$ cat src/inc/drolc_pkg.sv
package drolc_pkg;

    // ***********************************************************
    // Array shape
    // ***********************************************************
    localparam int NCELL = 10;
    localparam int NFF = 20;
    localparam int ADR_W = 8;

    // ***********************************************************
    // Register offsets (byte addresses, one word each)
    // ***********************************************************
    localparam logic [7:0] ADDR_TTYPE = 8'h00;
    localparam logic [7:0] ADDR_PINCLK = 8'h04;
    localparam logic [7:0] ADDR_POLAR = 8'h08;
    localparam logic [7:0] ADDR_CTRL = 8'h0C;
    localparam logic [7:0] ADDR_STATE = 8'h10;

    // ***********************************************************
    // Field positions and reset values
    // ***********************************************************
    localparam int CTRL_COMPAT_BIT = 0;
    localparam int CTRL_SECURE_BIT = 1;
    localparam logic [19:0] TTYPE_RST = 20'h00000;
    localparam logic [19:0] PINCLK_RST = 20'h00000;
    localparam logic [9:0] POLAR_RST = 10'h000;
    localparam logic CTRL_COMPAT_RST = 1'b0;
    localparam logic CTRL_SECURE_RST = 1'b0;
    localparam logic [19:0] FF_RST = 20'h00000;

    // ***********************************************************
    // Timing
    // ***********************************************************
    localparam int CLK_MHZ = 50;
    localparam int PWRUP_NS = 1000;
    localparam int PWRUP_CYC = (PWRUP_NS * CLK_MHZ + 999) / 1000;
    localparam int PWRUP_W = 6;

endpackage

$ cat src/logic/drolc_bank.sv
// The Wishbone slave port and the placing of the registers were chosen for this implementation.
`timescale 1ns/1ns
// What this block does, and what it expects of its controller and software
// Each flip-flop chooses D or T type.
// Each flip-flop picks term or pin clock.
// Two flip-flops per cell, twenty total.
// Private data, reset, clock term each.
// All twenty registers feed back internally.
// Each pin has its own input path.
// Each pin enabled by own term.
// Shared synchronous preset sets all high.
// Controller raises clocks during preset.
// Each flip-flop has own async reset.
// Reset clears both stages, nothing pending.
// Secure bit makes config read all ones.
// Software sets secure bit last.
// Compatible mode: D type, term clocks.
// Power-up clears all registers after delay.
// Preload loads pin into selected register.
// T toggles on one, D loads term.
// Async reset beats preset and loading.
module drolc_bank
    import drolc_pkg::*;
(
    input wire logic clk,
    input wire logic rst,
    input wire logic cyc_i,
    input wire logic stb_i,
    input wire logic we_i,
    input wire logic [ADR_W-1:0] adr_i,
    input wire logic [3:0] sel_i,
    input wire logic [31:0] dat_i,
    output logic [31:0] dat_o,
    output logic ack_o,
    input wire logic [NFF-1:0] sumTerm,
    input wire logic [NFF-1:0] clkTerm,
    input wire logic [NFF-1:0] arstTerm,
    input wire logic clkPin,
    input wire logic syncPreset,
    input wire logic [NCELL-1:0] oeTerm,
    input wire logic preloadMode,
    input wire logic preloadSel,
    input wire logic [NCELL-1:0] pinIn,
    output logic [NCELL-1:0] pinOut,
    output logic [NCELL-1:0] pinOe,
    output logic [NCELL-1:0] pinPath,
    output logic [NFF-1:0] feedback
);

    // ***********************************************************
    // Configuration and state storage
    // ***********************************************************
    logic [19:0] tType_reg;
    logic [19:0] tType_next;

    logic [19:0] pinClk_reg;
    logic [19:0] pinClk_next;

    logic [9:0] polar_reg;
    logic [9:0] polar_next;

    logic compat_reg;
    logic compat_next;

    logic secure_reg;
    logic secure_next;

    logic [NFF-1:0] ffState_reg;
    logic [NFF-1:0] ffState_next;

    logic [NFF-1:0] clkPrev_reg;
    logic [NFF-1:0] clkPrev_next;

    logic [PWRUP_W-1:0] porCnt_reg;
    logic [PWRUP_W-1:0] porCnt_next;

    logic ack_reg;
    logic ack_next;

    logic [31:0] datOut_reg;
    logic [31:0] datOut_next;

    // ***********************************************************
    // Bus decode
    // ***********************************************************
    wire logic reqNew;
    wire logic wrTake;
    wire logic [31:0] wrMask;

    wire logic hitTtype;
    wire logic hitPinclk;
    wire logic hitPolar;
    wire logic hitCtrl;
    wire logic hitState;

    wire logic [31:0] rdTtype;
    wire logic [31:0] rdPinclk;
    wire logic [31:0] rdPolar;
    wire logic [31:0] rdCtrl;
    wire logic [31:0] rdState;
    wire logic [31:0] rdData;

    wire logic wrTtypeEn;
    wire logic wrPinclkEn;
    wire logic wrPolarEn;
    wire logic wrCtrlEn;

    // A request is answered one cycle after it is seen; the write
    // lands on the edge at which the master samples ack.
    assign reqNew = cyc_i & stb_i & ~ack_reg;
    assign wrTake = cyc_i & stb_i & we_i & ack_reg;
    assign wrMask = {{8{sel_i[3]}}, {8{sel_i[2]}},
                     {8{sel_i[1]}}, {8{sel_i[0]}}};
    assign hitTtype = adr_i[7:2] == ADDR_TTYPE[7:2];
    assign hitPinclk = adr_i[7:2] == ADDR_PINCLK[7:2];
    assign hitPolar = adr_i[7:2] == ADDR_POLAR[7:2];
    assign hitCtrl = adr_i[7:2] == ADDR_CTRL[7:2];
    assign hitState = adr_i[7:2] == ADDR_STATE[7:2];

    // ***********************************************************
    // Read path
    // ***********************************************************
    // Only the read path is masked, so a write made after the secure
    // bit is set still changes the stored configuration.
    // secure readback mask
    assign rdTtype = secure_reg ? {12'h000, 20'hFFFFF}
                                : {12'h000, tType_reg};
    assign rdPinclk = secure_reg ? {12'h000, 20'hFFFFF}
                                 : {12'h000, pinClk_reg};
    assign rdPolar = secure_reg ? {22'h000000, 10'h3FF}
                                : {22'h000000, polar_reg};
    assign rdCtrl = secure_reg ? {30'h00000000, 2'h3}
                               : {30'h00000000, secure_reg, compat_reg};
    // state visible to software
    assign rdState = {12'h000, feedback};
    assign rdData = hitTtype ? rdTtype :
                    hitPinclk ? rdPinclk :
                    hitPolar ? rdPolar :
                    hitCtrl ? rdCtrl :
                    hitState ? rdState : 32'h00000000;

    // ***********************************************************
    // Bus answer
    // ***********************************************************
    // Every request is answered, mapped or not, so a master never
    // waits on a stray address.
    assign ack_next = reqNew;
    assign datOut_next = (reqNew & ~we_i) ? rdData : datOut_reg;
    assign ack_o = ack_reg;
    assign dat_o = datOut_reg;

    // ***********************************************************
    // Register writes
    // ***********************************************************
    wire logic [31:0] wrTtypeW;
    wire logic [31:0] wrPinclkW;
    wire logic [31:0] wrPolarW;

    // Lanes whose sel_i bit is low keep their stored bits.
    assign wrTtypeW = ({12'h000, tType_reg} & ~wrMask) | (dat_i & wrMask);
    assign wrPinclkW = ({12'h000, pinClk_reg} & ~wrMask)
                       | (dat_i & wrMask);
    assign wrPolarW = ({22'h000000, polar_reg} & ~wrMask)
                      | (dat_i & wrMask);

    assign wrTtypeEn = wrTake & hitTtype;
    assign wrPinclkEn = wrTake & hitPinclk;
    assign wrPolarEn = wrTake & hitPolar;
    // Both control bits live in byte lane 0.
    assign wrCtrlEn = wrTake & hitCtrl & sel_i[0];

    // per flip-flop type select
    assign tType_next = wrTtypeEn ? wrTtypeW[19:0] : tType_reg;
    // per flip-flop clock select
    assign pinClk_next = wrPinclkEn ? wrPinclkW[19:0] : pinClk_reg;
    assign polar_next = wrPolarEn ? wrPolarW[9:0] : polar_reg;
    // compatible mode select
    assign compat_next = wrCtrlEn ? dat_i[CTRL_COMPAT_BIT] : compat_reg;
    // The secure bit only sets; like a fuse, only reset clears it.
    assign secure_next = secure_reg | (wrCtrlEn & dat_i[CTRL_SECURE_BIT]);

    // ***********************************************************
    // Power-up hold
    // ***********************************************************
    wire logic porBusy;

    // The counter stops at its end value rather than wrapping, so the
    // hold runs once per reset and never returns in normal running.
    // delayed power-up clear
    assign porBusy = porCnt_reg != PWRUP_W'(PWRUP_CYC);
    assign porCnt_next = porBusy ? porCnt_reg + PWRUP_W'(1) : porCnt_reg;

    // ***********************************************************
    // Flip-flop bank
    // ***********************************************************
    // Flip-flop i sits in cell i / 2; the even one drives the pin.
    // twenty flip-flops in ten cells
    for (genvar i = 0; i < NFF; i++) begin : gFf
        wire logic useTog;
        wire logic usePin;
        wire logic clkNow;
        wire logic clkEdge;
        wire logic loadMe;
        wire logic loadVal;
        wire logic preloadVal;
        wire logic edgeVal;
        wire logic blockMe;

        // compatible mode overrides
        assign useTog = tType_reg[i] & ~compat_reg;
        assign usePin = pinClk_reg[i] & ~compat_reg;
        // clock source mux
        assign clkNow = usePin ? clkPin : clkTerm[i];
        // Clocks are sampled, so a clock term must stay high for at
        // least one system clock period or its edge is lost.
        assign clkEdge = clkNow & ~clkPrev_reg[i];
        // Preload leaves the unselected register of the cell as it is.
        // preload register select
        assign loadMe = preloadSel == 1'(i % 2);
        assign preloadVal = loadMe ? pinIn[i / 2] : ffState_reg[i];
        // toggle or load
        assign loadVal = useTog ? ffState_reg[i] ^ sumTerm[i]
                                : sumTerm[i];

        // no edge kept across reset
        assign clkPrev_next[i] = clkNow;

        // preset on active edge
        // preset needs a clock edge
        // private terms per register
        assign edgeVal = preloadMode ? preloadVal :
                         syncPreset ? 1'b1 : loadVal;
        // reset priority first
        // private async reset
        // hold clears during power-up
        assign blockMe = arstTerm[i] | porBusy;
        assign ffState_next[i] = blockMe ? 1'b0 :
                                 clkEdge ? edgeVal : ffState_reg[i];
    end

    // ***********************************************************
    // Pins and feedback
    // ***********************************************************
    // The mask drops the output at once; the stored bit is cleared at
    // the next clock, so nothing is left pending when the term falls.
    // reset masks output at once
    // private feedback paths
    assign feedback = ffState_reg & ~arstTerm;

    // Register 0 of each cell drives the pin; register 1 is buried.
    for (genvar k = 0; k < NCELL; k++) begin : gPin
        assign pinOut[k] = feedback[2 * k] ^ polar_reg[k];
    end

    // per pin enable term
    assign pinOe = oeTerm;
    // dedicated pin input path
    assign pinPath = pinIn;

    // ***********************************************************
    // Clocked storage
    // ***********************************************************
    // Configuration outlives the reset terms; only rst clears it.
    always_ff @(posedge clk) begin
        if (rst) begin
            tType_reg <= TTYPE_RST;
            pinClk_reg <= PINCLK_RST;
            polar_reg <= POLAR_RST;
            compat_reg <= CTRL_COMPAT_RST;
            secure_reg <= CTRL_SECURE_RST;
        end else begin
            tType_reg <= tType_next;
            pinClk_reg <= pinClk_next;
            polar_reg <= polar_next;
            compat_reg <= compat_next;
            secure_reg <= secure_next;
        end
    end

    // The edge history restarts low, so a clock already high at release
    // looks like an edge; the power-up hold swallows it.
    always_ff @(posedge clk) begin
        if (rst) begin
            ffState_reg <= FF_RST;
            clkPrev_reg <= '0;
            porCnt_reg <= '0;
        end else begin
            ffState_reg <= ffState_next;
            clkPrev_reg <= clkPrev_next;
            porCnt_reg <= porCnt_next;
        end
    end

    // Read data is kept until the next read replaces it.
    always_ff @(posedge clk) begin
        if (rst) begin
            ack_reg <= 1'b0;
            datOut_reg <= 32'h00000000;
        end else begin
            ack_reg <= ack_next;
            datOut_reg <= datOut_next;
        end
    end

endmodule // drolc_bank

$ cat config.mk
export PLATFORM = sky130hd
export DESIGN_NAME = drolc_bank
export DESIGN_NICKNAME = d
export VERILOG_FILES = /design/src/inc/drolc_pkg.sv /design/src/logic/drolc_bank.sv
export SDC_FILE = /design/constraint.sdc
export NUM_CORES = 1
export LEC_CHECK = 0
export BUFFER_PORTS_ARGS = -buffer_cell sky130_fd_sc_hd__buf_2
export CORE_ASPECT_RATIO = 1.5
export CORE_UTILIZATION = 30
export CTS_BUF_LIST = sky130_fd_sc_hd__clkbuf_8 sky130_fd_sc_hd__clkbuf_16
export DETAILED_ROUTE_END_ITERATION = 8
export SLEW_MARGIN = 25
export SYNTH_ARGS = -nofsm -noshare
export SYNTH_HDL_FRONTEND = slang
export SYNTH_SLANG_ARGS = --single-unit
$ cat constraint.sdc
create_clock -name clk -period 2.2 [get_ports clk]
set_clock_uncertainty 0.05 [all_clocks]
set_input_delay 0.11 -clock clk [delete_from_list [all_inputs] [get_ports clk]]
set_output_delay 0.11 -clock clk [all_outputs]
set_load 0.02 [all_outputs]
==> Word-level counts from Yosys, hierarchy flattened <==
Cells that the tools add are included.
{ "totals": {"regBits": 131, "latchBits": 0, "ramBits": 0, "rom_bits": 0, "in_bits": 133, "out_inout_bits": 83, "wordCells": 342, "n_memories": 0} }
{ "op_classes": {"addsub": 1, "n_mul": 0, "div": 0, "magnitude_cmp": 0, "eq_ne": 7, "shift": 0, "n_mux": 109, "bitwise": 155, "reduce_logical": 41} }
{ "op_table": {"columns": ["op", "n"], "rows": [
  ["2-to-1 mux 20 bit", 7],
  ["2-to-1 mux 1 bit", 100],
  ["bitwise AND 20 bit", 4],
  ["bitwise AND 1 bit", 71],
  ["inverter 20 bit", 2],
  ["OR 20 bit", 2],
  ["AND reduction 2 bit", 20],
  ["OR reduction 2 bit", 20],
  ["bitwise XOR 1 bit", 30],
  ["inverter 1 bit", 23],
  ["OR 1 bit", 21],
  ["== test 6 x 2 -> 1 bit (second input constant)", 2],
  ["bitwise AND 10 bit", 1],
  ["2-to-1 mux 10 bit", 1],
  ["OR 10 bit", 1],
  ["adder 6 x 1 -> 6 bit (second input constant)", 1],
  ["== test 6 x 1 -> 1 bit (second input constant)", 1],
  ["== test 6 x 3 -> 1 bit (second input constant)", 1],
  ["zero test 6 bit", 1],
  ["!= test 6 bit (second input constant)", 1],
  ["2-to-1 mux 2 bit", 1],
  ["!= test 2 x 1 -> 1 bit (second input constant)", 1],
  ["!= test 2 bit (second input constant)", 1]
]} }

==> Depth between registers and ports, before layout <==
Gate-level depths: netlist (run 1).
{ "logic_depth": {"word_depth": 7, "depth_mapped": 7} }

==> Least setup slack after synthesis (run 1) <==
No wires, ideal clock.
{ "synth_path": {"kind": "register to register", "from": "register ack_reg (netlist: ack_o)", "to": "register with a tool-made name", "arrival_ns": 1.592, "required_time_ns": 2.022, "slack_ns": 0.431, "stages_incl_launch_ff": 6, "path_buffers": 1, "synth_period_minus_slack_ns": 1.769, "cell_sequence": "dfxtp_1 and4_1 buf_1 nand4_2 mux2i_1 nor2_1"} }
{ "synth_lines": {"columns": ["element", "line", "text"], "rows": [
  ["from (decl)", "drolc_bank.sv:77", "logic ack_reg;"],
  ["from (signal assigned)", "drolc_bank.sv:300", "ack_reg <= ack_next;"]
]} }

==> impl_metrics.yaml, run 1 <==
run_status:
  status: "finished, final reports clean"
setup_path:
  path_delay_family: "simple AND/OR/NAND/NOR gates"
  path_buf_inv: 0
  crit_path_cell_trace: "and4_1, nand4_2, mux2i_1, nor2_1"
  r2r-start: "ack_o"
  arrival_ns: 2.20
  endpoint_kind: "flip-flop"
  worstSetupStartpointType: "flip-flop"
  crit_slowest_cell: "and4_1"
  max_stage_delay_ns: 0.53
  crit_required_ns: 2.42
  path_max_fanout: 9
  path_class: "reg2reg"
  crit_path_start: "ack_o"
final_layout:
  n_antenna_cell: 0
  area_growth_pct: 32.0
  multi_input_area_sq_um: 3720
  instances_no_fill: 1197
  fillCellCount: 2157
  fin_nets: 1051
  postLayoutCellArea_sq_um: 8650
  ff_latch_area_sq_um: 2380
  drive_gt1_frac: 0.269
placed_design:
  dp.cells: 1101
  dp_hpwl_um: 16800
  port_buffers: 168
  dpl_cell_area_sq_um: 7420
  gp_congestion: 0.837
routing:
  vias_per_cell: 5.12
  vias: 6131
  dr.pass1.iters: 5
  postRouteAntennaNets: 0
  drt_iter0_markers: 322
  post_drt_wl_per_cell_um: 18.8
  drc: 0
  wl_um: 22500
sta:
  tightest_slew_ns: 0.747
  period_needed_ns: 1.98
  fin_crit_sh: 0.900
  finalSetupViolCount: 0
  fmax_mhz: 505
  fin_tns_setup_ns: 0
  drv_slew: 0
  max_slew_margin: 0.502
  rsz0062_at_grt: "false"
  hold_violations: 0
floorplanning:
  initial_core_util: 0.309
  chipWidth_um: 123
  num_rows: 65
  core_region_area_sq_um: 21200
  die-area_sq_um: 22500
  dieHeight_um: 183
  io_pins: 216
synth:
  yosysMostFrequentCell: "nor2_1"
  synth.avg_cell_area_sq_um: 9.12
  synth_ff_type: "dfxtp_1"
  synthArstFlopShare: 0
  synth_area_sq_um: 6560
  ys_top_cells_by_area: "dfxtp_1, mux2i_1, nor2_1, xnor2_1, nand2b_1"
  ys_warn_count: 0
  synth_top_area_share: 0.363
  ys_types: 57
  synth_cells: 719
  yosysSeqAreaShare: 0.363
  synthTopCellsByCount: "nor2_1, dfxtp_1, mux2i_1, nand2b_1, clkbuf_1"
  ys_seq_elements: 119
  synth_area_leader_cell: "dfxtp_1"
  synth_edf_count: 0
power_and_ir_drop:
  p_comb_frac: 0.104
  peakVddDrop_v: 0.000399
  power_mw: 5.57
  p_int_mw: 4.21
  p_clk_frac: 0.499
  leakagePower_nw: 4.11
  swShare: 0.245
  p_sw_mw: 1.36
  power.density_nw_per_um2: 644
  p_seq_frac: 0.397
clocking:
  cts_buffer_depth: 2
  cts_tree: "built"
  clk_latency_ns: 0.42
  cts_buffers: 17
  numClockSinks: 119
  cts_root_buf: "clkbuf_16"
  htreeDepth: 4
  path_clk_slew_ns: 0.06
global_routing:
  antenna_found_initial: 0
  grt_pass1_vias: 5943
  grt_max_degree: 66
  grt_pass1_wl_um: 33300
  grt.total_usage: 0.202
  overflow: 0
worst_hold_path:
  holdCritStartpoint: "sumTerm[9]"
  hp-class: "in2reg"
flow_run:
  cap_violations: 0
[final timing paths]
kind | end | slack [ns] | cells past startpoint
worst max-delay path | flip-flop | 0.22 | 4
worst min-delay path | ffState_reg[9] | 0.07 | 4
worst max register to register | flip-flop | 0.22 | 4
worst min register to register | dat_o[0] | 0.43 | 2
[timing repair]
action / 4_1_cts / 5_1_grt
endpoints found under the hold margin: 98 / 0
gates resized for setup: 0 / 0
hold buffers: 64 / 0
buffers inserted: 0 / 0
[worst min-delay path, delay by kind of cell]
family / cells / cell delay [ns]
AOI/OAI and AO/OA: 2 / 0.23
buffers and inverters: 1 / 0.09
xor gates and xnor gates: 1 / 0.06
[metal layers]
layer  vias up  share of wire  GRT usage
li1       2933              -          -
met1      2934           0.37      0.213
met2       215           0.54      0.379
met3        49          0.050     0.0354
met4         0          0.035     0.0971
met5         -              0          0
[logic make-up (layout without fill, tap and decap cells)]
logic type,after synthesis,after routing,synth area share
AO/OA/AOI/OAI,121,121,0.149
AND/OR/NAND/NOR,249,249,0.203
multiplexers,100,100,0.157
other,1,12,0.000572
XOR/XNOR,35,35,0.0468
buffers and inverters,92,291,0.0771
adder cells (fa/ha/maj),2,2,0.00382
flip-flops,119,119,0.363
[through the flow]
step	hold WS [ns]	worst slack, ns	util
4_1_cts	0.0584	0.242	0.408
3_5_place_dp	0.170	0.255	0.350
6_report	0.0712	0.221	0.408
3_3_place_gp	0.170	0.271	0.350
2_1_floorplan	0.138	0.431	-
5_1_grt	0.0841	0.0773	0.408
[cell usage in the layout (no fill, tap or decap), types with 2 or more instances in the layout]
cell / synthesis / layout
nor4b_1: 2 / 2
o2111ai_1: 21 / 21
o221ai_1: 14 / 14
bufinv_16: 0 / 2
and3_1: 2 / 2
clkinv_2: 0 / 5
a21boi_0: 8 / 8
a21oi_1: 6 / 6
nor2_1: 130 / 130
a32o_1: 8 / 8
xnor2_1: 33 / 33
a211oi_1: 20 / 20
a2bb2oi_1: 6 / 6
clkbuf_16: 0 / 17
o211ai_1: 2 / 2
or2_2: 3 / 3
nand3_1: 3 / 3
ha_1: 2 / 2
nor2b_1: 12 / 12
mux2_2: 21 / 21
conb_1: 1 / 12
o31ai_1: 20 / 20
clkinvlp_4: 0 / 3
buf_2: 1 / 168
dlygate4sd3_1: 0 / 64
xor2_1: 2 / 2
inv_1: 17 / 17
nand4_2: 5 / 5
dfxtp_1: 119 / 119
nand3b_1: 20 / 20
o22ai_1: 6 / 6
nor3_1: 3 / 3
nand4_1: 4 / 4
o221a_2: 5 / 5
buf_4: 32 / 10
clkbuf_8: 0 / 3
nand2_1: 5 / 5
and2_1: 2 / 2
nand2b_1: 43 / 43
mux2i_1: 79 / 79
[cell type report]
type                            count  area share
Multi-Input combinational cell    519       0.430
Sequential cell                   119       0.275
Timing Repair Buffer              242       0.180
Clock buffer                       20      0.0539
Tap cell                          268      0.0388
Clock inverter                     12      0.0145
Inverter                           17     0.00737
[power groups by stage]
stage	logic, mW	clock network [mW]	registers (mW)
after floorplan	0.319	0	2.27
after CTS	0.584	2.82	2.21
after detailed placement	0.490	0	2.26
final	0.582	2.78	2.21
after global routing	0.629	2.93	2.21
after global placement	0.486	0	2.26
Note: power is estimated with default switching activity, not from simulation.
==> run 2, diff against run 1 <==
--- a/config.mk
+++ b/config.mk
@@ -5,6 +5,7 @@
 export SDC_FILE = /design/constraint.sdc
 export NUM_CORES = 1
 export LEC_CHECK = 0
+export ABC_AREA = 1
 export BUFFER_PORTS_ARGS = -buffer_cell sky130_fd_sc_hd__buf_2
 export CORE_ASPECT_RATIO = 1.5
 export CORE_UTILIZATION = 30
==> constraint.sdc (replaced) <==
create_clock -name clk -period 2.2 [get_ports clk]
set_clock_uncertainty 0.05 [all_clocks]
set_input_delay 0.11 -clock clk [delete_from_list [all_inputs] [get_ports clk]]
set_output_delay 0.11 -clock clk [all_outputs]
set_load 0.1 [all_outputs]
==> impl_metrics.yaml, run 2 <==
run_status:
  status: "finished with violations"
  violations: "hold timing"
clocking:
  cts_buffer_depth: 2
  path_clk_slew_ns: 0.06
  clk_latency_ns: 0.42
  cts_buffers: 17
  numClockSinks: 119
  htreeDepth: 4
  cts_tree: "built"
  cts_root_buf: "clkbuf_16"
sta:
  fin_ws_ns: 0.182
  fin_crit_sh: 0.917
  rsz0062_at_grt: "false"
  hold_violations: 1
  fin_tns_setup_ns: 0
  tightest_slew_ns: 0.603
  max_slew_margin: 0.597
  finalSetupViolCount: 0
  fmax_mhz: 496
  holdWs_ns: -0.0321
  drv_slew: 0
  period_needed_ns: 2.02
power_and_ir_drop:
  p_clk_frac: 0.498
  p_seq_frac: 0.367
  leakagePower_nw: 3.98
  p_comb_frac: 0.135
  peakVddDrop_v: 0.000519
  p_int_mw: 4.38
  swShare: 0.275
  p_sw_mw: 1.66
  power.density_nw_per_um2: 691
  power_mw: 6.04
synth:
  synth_cells: 922
  synth_top_area_share: 0.376
  synth_area_leader_cell: "dfxtp_1"
  synthAdderAreaFrac: 0.00395
  synth_top_family_by_area: "simple AND/OR/NAND/NOR gates"
  synth-simple-area-share: 0.237
  yosysSeqAreaShare: 0.376
  synth_ff_type: "dfxtp_1"
  synth_edf_count: 0
  synthTopCellsByCount: "nor2_1, o21ai_0, dfxtp_1, a21oi_1, inv_1"
  synth_area_sq_um: 6330
  yosysMostFrequentCell: "nor2_1"
  synth-xor-area-share: 0.0152
  synth_compound_area_frac: 0.232
  ys_warn_count: 0
  ys_top_cells_by_area: "dfxtp_1, o21ai_0, nor2_1, a21oi_1, inv_1"
  synth.avg_cell_area_sq_um: 6.87
  synthMuxAreaShare: 0
  ys_seq_elements: 119
  ys_types: 37
  synthArstFlopShare: 0
placed_design:
  dp_slack_ns: 0.464
  port_buffers: 168
  dpl_cell_area_sq_um: 7420
  dp_hpwl_um: 16300
  dp.cells: 1308
  gp_congestion: 0.893
final_layout:
  postLayoutCellArea_sq_um: 8740
  fillCellCount: 2125
  drive_gt1_frac: 0.229
  area_growth_pct: 38.1
  fin_util: 0.425
  n_antenna_cell: 0
  fin_nets: 1265
  final_common_cell: "buf_2"
  instances_no_fill: 1406
  layout_common_cells: "buf_2, nor2_1, o21ai_0"
setup_path:
  crit_path_cell_trace: "inv_1, ha_1, nand4_1, nor2_2, inv_1, buf_8, nor2_1, nand2_1, a21oi_1, dlygate4sd3_1"
  r2r_slack_ns: 0.18
  arrival_ns: 2.32
  endpoint_kind: "flip-flop"
  crit_slowest_cell: "dlygate4sd3_1"
  path_class: "reg2reg"
  worstSetupStartpointType: "flip-flop"
  r2r-start: "porCnt_reg[0]"
  cp_common_cell: "inv_1"
  timing.rr.end: "ffState_reg[3]"
  crit_required_ns: 2.50
  path_buf_inv: 4
  path_max_fanout: 20
  max_stage_delay_ns: 0.56
  path_delay_family: "buffers and inverters"
  r2r_cells: 10
routing:
  postRouteAntennaNets: 0
  drc: 0
  vias: 6736
  dr.pass1.iters: 6
  post_drt_wl_per_cell_um: 16.0
  drt_iter0_markers: 449
  wl_um: 22500
  vias_per_cell: 4.79
global_routing:
  grt.total_usage: 0.211
  grt_pass1_vias: 6405
  grt_pass1_wl_um: 34700
  antenna_found_initial: 0
  overflow: 0
  grt_max_degree: 44
floorplanning:
  num_rows: 64
  initial_core_util: 0.308
  chipWidth_um: 121
  io_pins: 216
  die-area_sq_um: 21700
  core_region_area_sq_um: 20600
  dieHeight_um: 180
flow_run:
  cap_violations: 0
worst_hold_path:
  whs_path_depth: 4
  whs_endpoint: "ffState_reg[5]"
  holdCritStartpoint: "sumTerm[5]"
  hp-class: "in2reg"
## run 2: changes by cell type after synthesis, moves of 21 or more
cell / change
nor2_1: +34
nand3_1: +43
xnor2_1: -33
a21oi_1: +97
mux2_2: -21
nand2b_1: -43
inv_1: +78
mux2i_1: -79
nand2_1: +78
o21ai_0: +154
o2111ai_1: -21
## run 2: how the worst max path moves through the flow
| stage | from | slack [ns] | endpoint | depth (start not counted) |
|---|---|---|---|---|
| 6_report | porCnt_reg[0] | 0.18 | ffState_reg[3] | 10 |
| 5_1_grt | porCnt_reg[0] | 0.03 | ffState_reg[7] | 10 |
| 4_1_cts | porCnt_reg[0] | 0.08 | ffState_reg[5] | 10 |
| 3_5_place_dp | adr_i[7] | 0.46 | flip-flop | 7 |
| 3_3_place_gp | adr_i[7] | 0.48 | flip-flop | 7 |
| 2_1_floorplan | ffState_reg[9] | 0.0008 | dat_o[9] | 6 |
## run 2: power by group through the flow
stage                     Combinational, mW  Clock (mW)  Sequential (mW)
final                                 0.818        3.01             2.22
after global routing                  0.879        3.15             2.22
after CTS                             0.819        3.04             2.22
after detailed placement              0.732           0             2.26
after global placement                0.728           0             2.26
after floorplan                       0.488           0             2.38
## run 2: what timing repair did
item                                    4_1_cts  5_1_grt
hold buffers                                 67        0
setup buffers                                 0        1
hold endpoints to repair                     87        0
gates resized for setup                       0        6
endpoints found under the setup margin        0        5
## run 2: logic make-up after synthesis
kind of cell             count (synthesis)
buffers and inverters                  178
flip-flops                             119
adder cells (fa/ha/maj)                  2
other                                    1
XOR/XNOR                                11
AO/OA/AOI/OAI                          281
AND/OR/NAND/NOR                        330
## run 2: area by class of cell
cell class / instances / area (sq um) / share of cell area
clock buffer: 18 / 439 / 0.0502
clock inverter: 13 / 195 / 0.0223
inverter: 102 / 392 / 0.0448
multi-input combinational: 636 / 3330 / 0.381
sequential: 119 / 2380 / 0.273
tap: 264 / 330 / 0.0378
timing repair buffer: 254 / 1680 / 0.192
## run 2: metal layers
layer,part of all wire,track usage,vias up
met5,0,0,-
met4,0.034,0.0919,0
met3,0.058,0.0355,47
met2,0.48,0.351,259
met1,0.43,0.264,3021
li1,-,-,3409
## run 2: worst register-to-register path: stages, from the launching register on
cell	delay, ns
dfxtp_1	0.34
inv_1	0.07
ha_1	0.14
nand4_1	0.13
nor2_2	0.14
inv_1	0.07
buf_8	0.17
nor2_1	0.11
nand2_1	0.05
a21oi_1	0.12
dlygate4sd3_1	0.56
==> run 3, diff against run 2 <==
--- a/config.mk
+++ b/config.mk
@@ -5,7 +5,6 @@
 export SDC_FILE = /design/constraint.sdc
 export NUM_CORES = 1
 export LEC_CHECK = 0
-export ABC_AREA = 1
 export BUFFER_PORTS_ARGS = -buffer_cell sky130_fd_sc_hd__buf_2
 export CORE_ASPECT_RATIO = 1.5
 export CORE_UTILIZATION = 30
==> impl_metrics.yaml, run 3 (synthesis gave the netlist of run 1 again) <==
clocking:
  cts_buffers: 17
  cts_buffer_depth: 2
  htreeDepth: 4
  cts_root_buf: "clkbuf_16"
  clk_latency_ns: 0.42
  post_cts_buffers: 0
  path_clk_slew_ns: 0.05
  numClockSinks: 119
  cts_tree: "built"
setup_path:
  crit_required_ns: 2.04
  worstSetupStartpointType: "input pin"
  path_max_fanout: 3
  arrival_ns: 1.79
  path_class: "in2out"
  endpoint_kind: "primary output"
global_routing:
  overflow: 0
  grt_pass1_vias: 6095
  antenna_found_initial: 0
  grt_max_degree: 46
  grt.total_usage: 0.206
  grt_pass1_wl_um: 33900
final_layout:
  instances_no_fill: 1201
  area_growth_pct: 33.3
  layout_common_cells: "buf_2, nor2_1, dfxtp_1"
  drive_gt1_frac: 0.274
  n_antenna_cell: 0
  fin_nets: 1056
  final_common_cell: "buf_2"
sta:
  tightest_slew_ns: 0.695
  drv_slew: 0
  period_needed_ns: 1.95
  hold_violations: 0
  fmax_mhz: 513
  fin_crit_sh: 0.887
  fin_tns_setup_ns: 0
  finalSetupViolCount: 0
  rsz0062_at_grt: "false"
  max_slew_margin: 0.537
floorplanning:
  die-area_sq_um: 22500
  core_region_area_sq_um: 21200
  io_pins: 216
  initial_core_util: 0.309
  num_rows: 65
  dieHeight_um: 183
  chipWidth_um: 123
power_and_ir_drop:
  power.density_nw_per_um2: 674
  power_mw: 5.89
  leakagePower_nw: 4.17
  peakVddDrop_v: 0.000368
routing:
  vias: 6120
  post_drt_wl_per_cell_um: 18.8
  vias_per_cell: 5.10
  dr.pass1.iters: 7
  wl_um: 22600
  postRouteAntennaNets: 0
  drc: 0
  drt_iter0_markers: 303
flow_run:
  cap_violations: 0
worst_hold_path:
  hp-class: "in2reg"
placed_design:
  port_buffers: 168
  dp_hpwl_um: 16900
  gp_congestion: 0.837
  dp.cells: 1106
run_status:
  status: "finished, final reports clean"
[run 3: path summary, 6_finish.rpt]
kind | startpoint | endpoint | slack, ns | cells past startpoint
setup / recovery | arstTerm[12] | pinOut[6] | 0.25 | 5
hold reg to reg | dat_o[0] | dat_o[0] | 0.42 | 2
hold / removal | sumTerm[7] | ffState_reg[7] | 0.06 | 4
setup reg to reg | ack_o | flip-flop | 0.31 | 4
[run 3: timing repair]
| item | 4_1_cts | 5_1_grt |
|---|---|---|
| hold buffers | 64 | 0 |
| resized for setup | 0 | 0 |
| endpoints found under the hold margin | 97 | 0 |
[run 3: cell type report]
type / count / area (sq um)
Clock inverter: 9 / 123
Sequential cell: 119 / 2380
Multi-Input combinational cell: 519 / 3730
Fill cell: 2161 / 12500
Inverter: 17 / 63.8
Tap cell: 268 / 335
Clock buffer: 22 / 494
Timing Repair Buffer: 247 / 1610
[run 3: worst max-delay path, cell delays in order]
cell and delay [ns]:
dlygate4sd3_1 0.53, buf_2 0.13, nand2b_1 0.31, xnor2_1 0.24, buf_2 0.46
[run 3: routing by layer]
metal,global-route usage,wire length (um)
met2,0.384,12100
met1,0.221,8680
met3,0.0345,1050
met5,0,0
met4,0.0917,738
[run 3: per-stage QoR]
stage / worst slack, ns / hold slack, ns / util / area, sq um
after global placement: 0.341 / 0.171 / 0.352 / 7480
final: 0.249 / 0.0630 / 0.412 / 8740
after CTS: 0.221 / 0.0599 / 0.412 / 8740
after floorplan: 0.0474 / 0.138 / - / 6610
after global routing: 0.136 / 0.0993 / 0.412 / 8740
after detailed placement: 0.322 / 0.171 / 0.352 / 7480
[run 3: power by group]
part           switching, mW  internal, mW  total, mW
registers             0.0213          2.19       2.21
clock network          0.983          1.91       2.90
logic                  0.505         0.275      0.780
total                   1.51          4.38       5.89
